===== src/rtl/apl_regs.svh =====
// constants for the axis position limit block
// Behaviour
// - infinite axis keeps position in zero..max
// - rotary max range 1..2^31-1, default 360000
// - forward overrun raises positive limit alarm
// - forward check only when enable bit set
// - reverse overrun raises negative limit alarm
// - reverse check only when enable bit set
// - signed 32-bit limits, extreme defaults
// - limits inactive until zero point established
// - encoder type 0..3 decode, default 0
`ifndef APL_REGS_SVH
`define APL_REGS_SVH
`define APL_FUNC_INFINITE_BIT 0
`define APL_FUNC_FWD_EN_BIT   1
`define APL_FUNC_REV_EN_BIT   2
`define APL_WRAP_MAX_DEFAULT  32'h00057e40
`define APL_FWD_LIMIT_DEFAULT 32'h7fffffff
`define APL_REV_LIMIT_DEFAULT 32'h80000000
`define APL_ENC_DEFAULT       2'h0
`endif


===== src/rtl/apl_pkg.sv =====
// types for the axis position limit block
package apl_pkg;
  typedef enum logic [1:0] {
    APL_ENC_INCREMENTAL = 2'h0,
    APL_ENC_ABSOLUTE    = 2'h1,
    APL_ENC_ABS_AS_INC  = 2'h2,
    APL_ENC_RESERVED    = 2'h3
  } apl_enc_type;

  typedef struct packed {
    logic [2:0]  func_sel;
    logic [31:0] wrap_max;
    logic [31:0] fwd_limit;
    logic [31:0] rev_limit;
    logic [1:0]  enc_sel;
  } apl_cfg_type;

  typedef struct packed {
    logic        fwd_alarm;
    logic        rev_alarm;
    logic        cfg_error;
  } apl_stat_type;
endpackage


===== src/rtl/apl_axis_position_limits.sv =====
// axis position supervision: wrap, software limits, encoder type
`timescale 1ns/1ns
`include "apl_regs.svh"
module apl_axis_position_limits (
  input  wire logic                 mclk,
  input  wire logic                 reset_n,
  input  wire logic                 cfg_load,
  input  wire apl_pkg::apl_cfg_type cfg_in,
  input  wire logic                 move_valid,
  input  wire logic signed [31:0]   move_delta,
  input  wire logic                 zero_set,
  input  wire logic                 zero_lost,
  input  wire logic                 alarm_clear,
  output logic signed [31:0]        position,
  output logic                      zero_established,
  output apl_pkg::apl_stat_type     status,
  output apl_pkg::apl_enc_type      encoder_type
);
  import apl_pkg::*;

  // ******************************
  // configuration
  // ******************************
  apl_cfg_type cfg_q, cfg_d;
  logic        zero_q, zero_d;
  logic signed [31:0] pos_q, pos_d;
  apl_stat_type stat_q, stat_d;

  // wrap maximum zero or negative is refused, keeping the old one
  logic wrap_ok;
  assign wrap_ok = (cfg_in.wrap_max != 32'h0) && !cfg_in.wrap_max[31];

  // next configuration
  always_comb begin
    cfg_d = cfg_q;
    if (cfg_load) begin
      cfg_d = cfg_in;
      if (!wrap_ok) cfg_d.wrap_max = cfg_q.wrap_max;
    end
  end

  // ******************************
  // position and limits
  // ******************************
  // one bit wider than the position so that a step cannot overflow the sum
  logic signed [32:0] target;
  logic signed [32:0] wmax;
  logic               infinite;
  logic               fwd_hit;
  logic               rev_hit;
  // decoded setting bits and the sum of position and step
  assign infinite = cfg_q.func_sel[`APL_FUNC_INFINITE_BIT];
  assign wmax     = {1'b0, cfg_q.wrap_max};
  assign target   = 33'(pos_q) + 33'(move_delta);

  // forward overrun, gated by enable, only after zero
  assign fwd_hit = move_valid && !move_delta[31] && (move_delta != 32'h0) && zero_q
                   && cfg_q.func_sel[`APL_FUNC_FWD_EN_BIT] && !infinite
                   && (target > 33'(signed'(cfg_q.fwd_limit)));
  // reverse overrun, gated by enable, only after zero
  assign rev_hit = move_valid && move_delta[31] && zero_q
                   && cfg_q.func_sel[`APL_FUNC_REV_EN_BIT] && !infinite
                   && (target < 33'(signed'(cfg_q.rev_limit)));

  // next position, zero flag and alarms; a refused move leaves position alone
  always_comb begin
    pos_d  = pos_q;
    zero_d = zero_q;
    stat_d = stat_q;
    if (alarm_clear) begin
      stat_d.fwd_alarm = 1'b0;
      stat_d.rev_alarm = 1'b0;
    end
    stat_d.cfg_error = stat_q.cfg_error | (cfg_load & !wrap_ok);
    // set wins over clear
    if (fwd_hit) stat_d.fwd_alarm = 1'b1;
    if (rev_hit) stat_d.rev_alarm = 1'b1;
    if (zero_lost) zero_d = 1'b0;
    if (zero_set) begin
      zero_d = 1'b1;
      pos_d  = 32'sh0;
    end else if (move_valid && !fwd_hit && !rev_hit) begin
      if (infinite) begin
        // wrap within zero..max, steps assumed below max
        if (target > wmax) pos_d = 32'(target - wmax - 33'sd1);
        else if (target < 33'sd0) pos_d = 32'(target + wmax + 33'sd1);
        else pos_d = 32'(target);
      end else begin
        pos_d = 32'(target);
      end
    end
  end

  // ******************************
  // registers
  // ******************************
  // reset defaults
  // configuration group: only a load or a reset changes it, so the limits
  // and the wrap maximum hold steady between loads
  always_ff @(posedge mclk) begin
    if (!reset_n) begin
      cfg_q.func_sel  <= 3'h0;
      cfg_q.wrap_max  <= `APL_WRAP_MAX_DEFAULT;
      cfg_q.fwd_limit <= `APL_FWD_LIMIT_DEFAULT;
      cfg_q.rev_limit <= `APL_REV_LIMIT_DEFAULT;
      cfg_q.enc_sel   <= `APL_ENC_DEFAULT;
    end else begin
      cfg_q <= cfg_d;
    end
  end

  // zero point lost on reset
  // motion group: position, zero flag and sticky alarms
  always_ff @(posedge mclk) begin
    if (!reset_n) begin
      zero_q <= 1'b0;
      pos_q  <= 32'sh0;
      stat_q <= '0;
    end else begin
      zero_q <= zero_d;
      pos_q  <= pos_d;
      stat_q <= stat_d;
    end
  end

  // outputs straight from the flip-flops, no logic after them
  assign position         = pos_q;
  assign zero_established = zero_q;
  assign status           = stat_q;
  // encoder type decode
  // reserved code 3 is passed through; the controller must not rely on it
  assign encoder_type     = apl_enc_type'(cfg_q.enc_sel);

  // ******************************
  // checks
  // ******************************
  // range holds while a step stays within one turn of the counter
  chk_wrap_range: assert property (@(posedge mclk) disable iff (!reset_n)
    infinite && !cfg_load && pos_q >= 0 && pos_q <= wmax
    && (!move_valid || (target <= wmax + wmax + 33'sd1 && target >= -wmax - 33'sd1))
    |=> pos_q >= 0 && pos_q <= wmax)
    else $error("wrapped position left range");

  // a refused maximum keeps the old one and leaves an error
  chk_wrap_refuse: assert property (@(posedge mclk) disable iff (!reset_n)
    cfg_load && !wrap_ok |=> cfg_q.wrap_max == $past(cfg_q.wrap_max) && stat_q.cfg_error)
    else $error("bad wrap maximum taken");

  // the configuration error stays until reset
  chk_cfg_sticky: assert property (@(posedge mclk) disable iff (!reset_n)
    stat_q.cfg_error |=> stat_q.cfg_error)
    else $error("configuration error dropped");

  // reset defaults: widest limits, default maximum, incremental encoder
  chk_reset_defaults: assert property (@(posedge mclk)
    !reset_n |=> cfg_q.fwd_limit == `APL_FWD_LIMIT_DEFAULT
    && cfg_q.rev_limit == `APL_REV_LIMIT_DEFAULT && cfg_q.wrap_max == `APL_WRAP_MAX_DEFAULT
    && encoder_type == APL_ENC_INCREMENTAL)
    else $error("reset defaults wrong");

  // a forward hit raises the alarm and refuses the move
  chk_fwd_alarm: assert property (@(posedge mclk) disable iff (!reset_n)
    fwd_hit && !zero_set |=> stat_q.fwd_alarm && pos_q == $past(pos_q))
    else $error("forward alarm missing");

  // a move short of both limits is taken whole
  chk_move_apply: assert property (@(posedge mclk) disable iff (!reset_n)
    move_valid && !infinite && !fwd_hit && !rev_hit && !zero_set |=> pos_q == $past(32'(target)))
    else $error("move not applied");

  // with forward checking off a clear alarm stays clear
  chk_fwd_gate: assert property (@(posedge mclk) disable iff (!reset_n)
    !cfg_q.func_sel[`APL_FUNC_FWD_EN_BIT] && !stat_q.fwd_alarm |=> !stat_q.fwd_alarm)
    else $error("forward checked while disabled");

  // a reverse hit raises the alarm and refuses the move
  chk_rev_alarm: assert property (@(posedge mclk) disable iff (!reset_n)
    rev_hit && !zero_set |=> stat_q.rev_alarm && pos_q == $past(pos_q))
    else $error("reverse alarm missing");

  // with reverse checking off a clear alarm stays clear
  chk_rev_gate: assert property (@(posedge mclk) disable iff (!reset_n)
    !cfg_q.func_sel[`APL_FUNC_REV_EN_BIT] && !stat_q.rev_alarm |=> !stat_q.rev_alarm)
    else $error("reverse checked while disabled");

  // before a zero point neither alarm can rise
  chk_zero_gate: assert property (@(posedge mclk) disable iff (!reset_n)
    !zero_q && !stat_q.fwd_alarm && !stat_q.rev_alarm
    |=> !stat_q.fwd_alarm && !stat_q.rev_alarm)
    else $error("alarm without zero point");

  // zero point setting forces the counter to zero
  chk_zero_set: assert property (@(posedge mclk) disable iff (!reset_n)
    zero_set |=> zero_q && pos_q == 0)
    else $error("zero point not set");

  // losing the zero point drops the flag unless it is set again
  chk_zero_lost: assert property (@(posedge mclk) disable iff (!reset_n)
    zero_lost && !zero_set |=> !zero_q)
    else $error("zero point not lost");

  // clear drops the forward alarm unless a new hit lands with it
  chk_fwd_clear: assert property (@(posedge mclk) disable iff (!reset_n)
    alarm_clear && !fwd_hit |=> !stat_q.fwd_alarm)
    else $error("forward alarm not cleared");

  // clear drops the reverse alarm unless a new hit lands with it
  chk_rev_clear: assert property (@(posedge mclk) disable iff (!reset_n)
    alarm_clear && !rev_hit |=> !stat_q.rev_alarm)
    else $error("reverse alarm not cleared");

  // a load takes the encoder type in the next cycle
  chk_enc_load: assert property (@(posedge mclk) disable iff (!reset_n)
    cfg_load |=> encoder_type == $past(cfg_in.enc_sel))
    else $error("encoder type not loaded");

  // a step just past the maximum lands on zero
  chk_wrap_fwd: assert property (@(posedge mclk) disable iff (!reset_n)
    move_valid && infinite && !zero_set && target == wmax + 1 |=> pos_q == 0)
    else $error("forward wrap not to zero");

  // a step just below zero lands on the maximum
  chk_wrap_rev: assert property (@(posedge mclk) disable iff (!reset_n)
    move_valid && infinite && !zero_set && target == -1
    |=> pos_q == $past(signed'(cfg_q.wrap_max)))
    else $error("reverse wrap not to max");
endmodule


===== config.mk =====
export PLATFORM = sky130hd
export DESIGN_NAME = apl_axis_position_limits
export DESIGN_NICKNAME = d
export VERILOG_FILES = /design/src/rtl/apl_pkg.sv /design/src/rtl/apl_axis_position_limits.sv
export VERILOG_INCLUDE_DIRS = /design/src /design/src/rtl
export SDC_FILE = /design/constraint.sdc
export NUM_CORES = 1
export LEC_CHECK = 0
export BUFFER_PORTS_ARGS = -buffer_cell sky130_fd_sc_hd__buf_4
export CORE_ASPECT_RATIO = 1.5
export CORE_MARGIN = 10
export CORE_UTILIZATION = 54
export DETAILED_ROUTE_END_ITERATION = 8
export HOLD_SLACK_MARGIN = 0.15
export PLACE_DENSITY = 0.85
export SETUP_SLACK_MARGIN = 0.15
export SYNTH_ARGS = -nofsm -noshare
export SYNTH_HDL_FRONTEND = slang
export SYNTH_SLANG_ARGS = --single-unit
export TNS_END_PERCENT = 100

===== constraint.sdc =====
create_clock -name mclk -period 5.4 [get_ports mclk]
set_clock_uncertainty 0.1 [all_clocks]
set_input_delay 0.54 -clock mclk [delete_from_list [all_inputs] [get_ports mclk]]
set_output_delay 0.54 -clock mclk [all_outputs]
set_load 0.02 [all_outputs]

# == Word level (Yosys, flattened, before mapping) ==
# Cells that the tools add are included.
# classes
n_lt_le_gt_ge,4
reduce_logical,27
muxes,8
bitwise_logic,3
addsub,5
# ops
op,n
32-bit 2-to-1 mux,3
32-bit nonzero test,2
32-bit by 32-bit adder with 33-bit output,1
33-bit by 32-bit greater-than comparator with 1-bit output,1
33-bit greater-than comparator,1
33-bit by 1-bit less-than comparator with 1-bit output (second input constant),1
33-bit by 32-bit less-than comparator with 1-bit output,1
32-bit by 2-bit adder with 32-bit output (second input constant),1
32-bit adder,1
32-bit by 2-bit subtractor with 32-bit output (second input constant),1
32-bit subtractor,1
1-bit logical AND,14
1-bit logical NOT,6
2-bit nonzero test,3
1-bit 2-to-1 mux,4
2-bit 2-to-1 mux,1
2-bit AND reduction,1
2-bit OR reduction,1
1-bit AND,1
1-bit inverter,1
1-bit bitwise OR,1
# totals
reg_bits,137
elab_cells,57
inputBits,140

# == Longest topological paths before layout ==
# logic_depth
ltp_word,10
mapped_depth,24
ltp_nobuf,21

# == Least setup slack after synthesis ==
# No wires, ideal clock.
# synth_path
path_type,input to register
start,input move_delta[0]
end,"register pos_q[14], in the netlist position[14]"
path_buffers,2
t_arrival_ns,4.961
setup_slack_ns,0.219
stages,22
required_time_ns,5.180
setup_ns,0.120
cell_sequence,ha_1 > fa_1 > a211oi_1 > o211ai_1 > a41oi_2 > nor2_1 > o31a_1 > a21oi_1 > o21bai_1 > xor2_1 > ha_1 > buf_2 > a21oi_1 > o21ai_0 > a21oi_1 > o311a_1 > a21oi_2 > and3_4 > buf_6 > a221o_1 > a221oi_2 > nor2_1
# synth_between
elab_chain_len,9
elab_cells_between_ends,23
# synth_lines
element,line,text
"start, declared",apl_axis_position_limits.sv:10,"input wire logic signed [31:0] move_delta,"
"parallel branches: the longest is 9 deep, another holds 32-bit by 32-bit adder with 33-bit output",n/a,
"end signal, assigned",apl_axis_position_limits.sv:121,pos_q <= pos_d;
"end, declared",apl_axis_position_limits.sv:26,"logic signed [31:0] pos_q, pos_d;"
# Several ways; the timed one is not identified.
# A chain may end at the register's enable or synchronous reset.

# == Worst setup path in the final report ==
# layout_path
start,"register pos_q[0], in the netlist position[0]"
end,"register pos_q[9], in the netlist position[9]"
# layout_between
elab_chain_len,6
elab_cells_between_ends,18
# layout_lines
element,line,text
32-bit by 32-bit adder with 33-bit output *,apl_axis_position_limits.sv:54,assign target = 33'(pos_q) + 33'(move_delta);
32-bit adder / 33-bit by 32-bit greater-than comparator with 1-bit output (equally long branches),"apl_axis_position_limits.sv:86, apl_axis_position_limits.sv:59",
32-bit by 2-bit adder with 32-bit output / 1-bit logical AND (equally long branches),"apl_axis_position_limits.sv:86, apl_axis_position_limits.sv:57",
32-bit 2-to-1 mux / 1-bit logical NOT (equally long branches),"apl_axis_position_limits.sv:86, apl_axis_position_limits.sv:82",
32-bit 2-to-1 mux / 1-bit logical AND (equally long branches),"apl_axis_position_limits.sv:85, apl_axis_position_limits.sv:82",
32-bit 2-to-1 mux / 1-bit logical AND (equally long branches),"apl_axis_position_limits.sv:83, apl_axis_position_limits.sv:82",
# Mark *: on every way between the ends. The rest lies on a longest branch, timed or not.

==> out/metrics.cfg <==
[run_status]
run_status = complete, no violations

[worst_hold_path]
whs_endpoint = cfg_q[49]$_SDFFE_PN1P_
hold_path_class = primary input to flop
hold_start = cfg_in[49]
holdPathStages = 3

[synth]
avgSynthCellArea_um2 = 8.03
ys_warn_count = 0
synthCells = 1528
synth_adder_area_share_pct = 17.0
synthXorXnorAreaFrac_pct = 3.14
ys_seq_area_share_pct = 22.4
synth_ff_type = dfxtp_1
synth-simple-area-share_pct = 18.2
synth_top_family_by_area = compound AO/OA/AOI/OAI gates
synth_compound_area_share_pct = 26.7
synthArstFlopShare_pct = 0
synth.net_count = 1833
syn_area_um2 = 12300
synth_seq_cells = 137
synth_cell_type_count = 91
yosys-mux-area-fraction_pct = 5.87
synth_edf_count = 0

[worst_setup_path]
reg2reg_to = position[9]$_SDFFE_PP0P_
r2r-start = position[0]$_SDFFE_PP0P_
path_delay_family = compound AO/OA/AOI/OAI gates
critPathKind = flop to flop
worstPathRequired_ns = 5.64
critical_path_cell_count = 21
setup.worst_path.end_class = flop
rrSetupSlack_ns = 0.10
worstPathCellList = ha_4, fa_2, a211oi_2, o211ai_1, a41oi_2, nor2_2, o31a_1, a31oi_2, buf_4, xnor2_2, ha_1, and4_1, nand4_1, nor4_1, a31o_2, a21oi_4, buf_6, and3_4, a221o_1, a221oi_2, nor2_1
rr_worst_depth = 21
cp-start-kind = flop
critPathBufInv = 2
path_max_fanout = 6
critPathArrivalTime_ns = 5.54
crit_slowest_cell = fa_2
slowest_delay_ns = 0.40

[timing]
finalHoldViolCount = 0
finalSetupViolCount = 0
setup_slack_ns = 0.105
slew_violations = 0
post-route-period-util_pct = 98.1
finalCriticalPeriod_ns = 5.30
max_slew.worst_pin.slew_ns = 1.09
slew_headroom_pct = 27.2
max_freq_ghz = 0.189
holdWs_ns = 0.204
rsz0062_at_grt = true

[job]
cap_viol_max_count = 0

[clock_tree]
root_buffer = clkbuf_16
clock_path_buffers = 2
htree_levels = 4
clock_latency_ns = 0.45
cts.sinks = 137
clk_pin_slew_ns = 0.07
cts_tree = yes
cts_buffers = 17

[power_and_ir_drop]
power_density_nw_per_um2 = 293
power_leakage_nw = 7.80
ir_drop_uv = 275

[placed_design]
io_buffers = 177
dp_hpwl_um = 35600
place_ws_ns = -0.383
place.gp.congestion = 0.983

[global_route]
grt_overflow = 0
track_usage_pct = 29.4
grt_pass1_vias = 13400
antenna_found_initial = 0
grt_pass1_wl_um = 69100
grt_max_degree = 108

[route]
vias = 13500
ant_nets = 0
wl_um = 46000
viasPerCell = 6.20
wl_per_cell_um = 21.1
dr.pass1.iters = 6
drc_errors = 0
drtIter0Drc = 1273

[final_layout]
post-route-util_pct = 74.5
fillCellCount = 1634
diodes = 0
nets = 2193
drive_above_1_share_pct = 29.8
area_delta_synth_final_pct = 36.0

[floorplan]
die_w_um = 143
die_h_um = 205
die-area_um2 = 29300
num_rows = 67
io_pins = 178
start_util_pct = 54.8
core_um2 = 22400

## registers in the layout, summed over array words and instances (netlist names)
name / count
cfg_q: 99
encoder_type: 2
position: 32
status: 3
zero_established: 1
## cell usage after synthesis (5+ instances only)
| cell type | n | area share [%] |
|---|---|---|
| a21oi_1 | 123 | 5.0 |
| buf_2 | 15 | 0.61 |
| nand2_1 | 112 | 3.4 |
| nor4_1 | 24 | 1.2 |
| o31ai_1 | 12 | 0.73 |
| o22ai_1 | 8 | 0.41 |
| a211oi_1 | 12 | 0.73 |
| nand3_1 | 25 | 1.0 |
| o21ai_1 | 8 | 0.33 |
| dfxtp_1 | 137 | 22 |
| o221ai_1 | 18 | 1.3 |
| xnor2_1 | 34 | 2.4 |
| or3_1 | 6 | 0.31 |
| a221o_1 | 12 | 0.98 |
| or2_2 | 5 | 0.25 |
| o21ai_0 | 67 | 2.7 |
| nor2_1 | 80 | 2.4 |
| inv_1 | 132 | 4.0 |
| clkbuf_1 | 45 | 1.4 |
| ha_1 | 162 | 17 |
| and3_1 | 6 | 0.31 |
| xor2_1 | 10 | 0.71 |
| a21o_1 | 20 | 1.2 |
| o21bai_1 | 28 | 1.7 |
| nand4_1 | 20 | 1.0 |
| o21a_1 | 18 | 1.1 |
| buf_1 | 8 | 0.24 |
| nand2b_1 | 25 | 1.3 |
| a31oi_1 | 12 | 0.61 |
| and2_1 | 8 | 0.41 |
| nor2b_1 | 76 | 3.9 |
| o211ai_1 | 42 | 2.6 |
| buf_4 | 5 | 0.31 |
| mux2i_1 | 72 | 5.9 |
| nor3_1 | 18 | 0.73 |
| a221oi_1 | 13 | 0.93 |
| o2111ai_1 | 6 | 0.43 |
| a32oi_1 | 6 | 0.43 |
## cell type report
| class | count | area, um^2 | area share (%) |
|---|---|---|---|
| multi-input combinational | 1185 | 9340 | 56.0 |
| timing repair buffer | 414 | 3150 | 18.9 |
| sequential | 137 | 2750 | 16.5 |
| inverter | 133 | 499 | 2.99 |
| clock buffer | 19 | 443 | 2.65 |
| tap | 276 | 345 | 2.07 |
| clock inverter | 13 | 168 | 1.00 |
## cells by family after synthesis
kind of cell	after synthesis
AND/OR/NAND/NOR	432
XOR/XNOR	44
multiplexers	72
buffers and inverters	207
flip-flops	137
adder cells (fa/ha/maj)	165
AO/OA/AOI/OAI	471
## what timing repair did
| action | 4_1_cts | 5_1_grt |
|---|---|---|
| setup endpoints to repair | 32 | 32 |
| resized for setup | 13 | 107 |
| gates cloned | 0 | 1 |
| hold buffers | 0 | 0 |
| buffers inserted | 1 | 17 |
| pin swaps | 5 | 89 |
## worst max-delay path by stage
stage	start	endpoint	slack (ns)
floorplan	move_delta[0]	position[14]$_SDFFE_PP0P_	0.22
global placement	move_delta[0]	position[13]$_SDFFE_PP0P_	-0.36
detailed placement	move_delta[0]	position[13]$_SDFFE_PP0P_	-0.38
CTS	position[0]$_SDFFE_PP0P_	position[13]$_SDFFE_PP0P_	0.13
global route	position[0]$_SDFFE_PP0P_	position[26]$_SDFFE_PP0P_	0.0006
finish	position[0]$_SDFFE_PP0P_	position[9]$_SDFFE_PP0P_	0.10
## per-stage QoR
stage	instance area, um^2	cells	total power, W	setup TNS (ns)
4_1_cts	15900	2159	0.00462	0
3_5_place_dp	15300	2126	0.00336	-9.38
2_1_floorplan	12300	1528	0.00241	0
6_report	16700	2177	0.00489	0
3_3_place_gp	15300	2126	0.00331	-8.11
5_1_grt	16700	2177	0.00512	0
## cells in the final DEF, fill, tap and decap left out, types with 7 or more instances in the layout
cell type / synthesis / final
ha_4: 0 / 14
xnor2_2: 0 / 7
nor4_1: 24 / 21
nand2b_1: 25 / 24
o221ai_1: 18 / 16
a21o_1: 20 / 20
o22ai_1: 8 / 8
o211ai_1: 42 / 42
nand2_1: 112 / 111
o21a_1: 18 / 18
nor3_1: 18 / 17
nor2b_1: 76 / 75
nand3_1: 25 / 25
a21oi_2: 1 / 12
o21ai_1: 8 / 13
nand4_1: 20 / 20
buf_6: 1 / 10
ha_1: 162 / 148
o31ai_1: 12 / 10
a221oi_1: 13 / 7
dfxtp_1: 137 / 134
a221o_1: 12 / 12
inv_1: 132 / 131
nor2_1: 80 / 78
clkbuf_16: 0 / 17
a21oi_1: 123 / 109
and2_1: 8 / 8
o21ai_0: 67 / 58
xor2_1: 10 / 10
buf_4: 5 / 404
a31oi_1: 12 / 10
mux2i_1: 72 / 71
xnor2_1: 34 / 23
o21bai_1: 28 / 25
a221oi_2: 2 / 8
## worst register-to-register path, delay by kind of cell, from the launching register on
family / cells / cell delay (ns)
compound gates: 9 / 2.22
flops: 1 / 0.34
buf+inv: 2 / 0.32
fa+ha+maj: 3 / 0.94
xor+xnor: 1 / 0.14
simple gates: 6 / 1.12
## layer usage
layer | global-route usage, % | wire, um | up-vias
met1 | 34.0 | 17900 | 6321
met4 | 15.3 | 2460 | 0
met3 | 5.01 | 3290 | 183
li1 | - | - | 6337
met2 | 50.7 | 22300 | 658
met5 | 0 | 0 | -
## power breakdown
part | switching [W] | total (W) | leakage, nW | internal, W
registers | 0.0000477 | 0.00112 | 1.13 | 0.00107
clock network | 0.000505 | 0.00125 | 0.294 | 0.000742
logic | 0.00138 | 0.00253 | 6.38 | 0.00115
No activity file was read; power rests on OpenSTA's default activity.
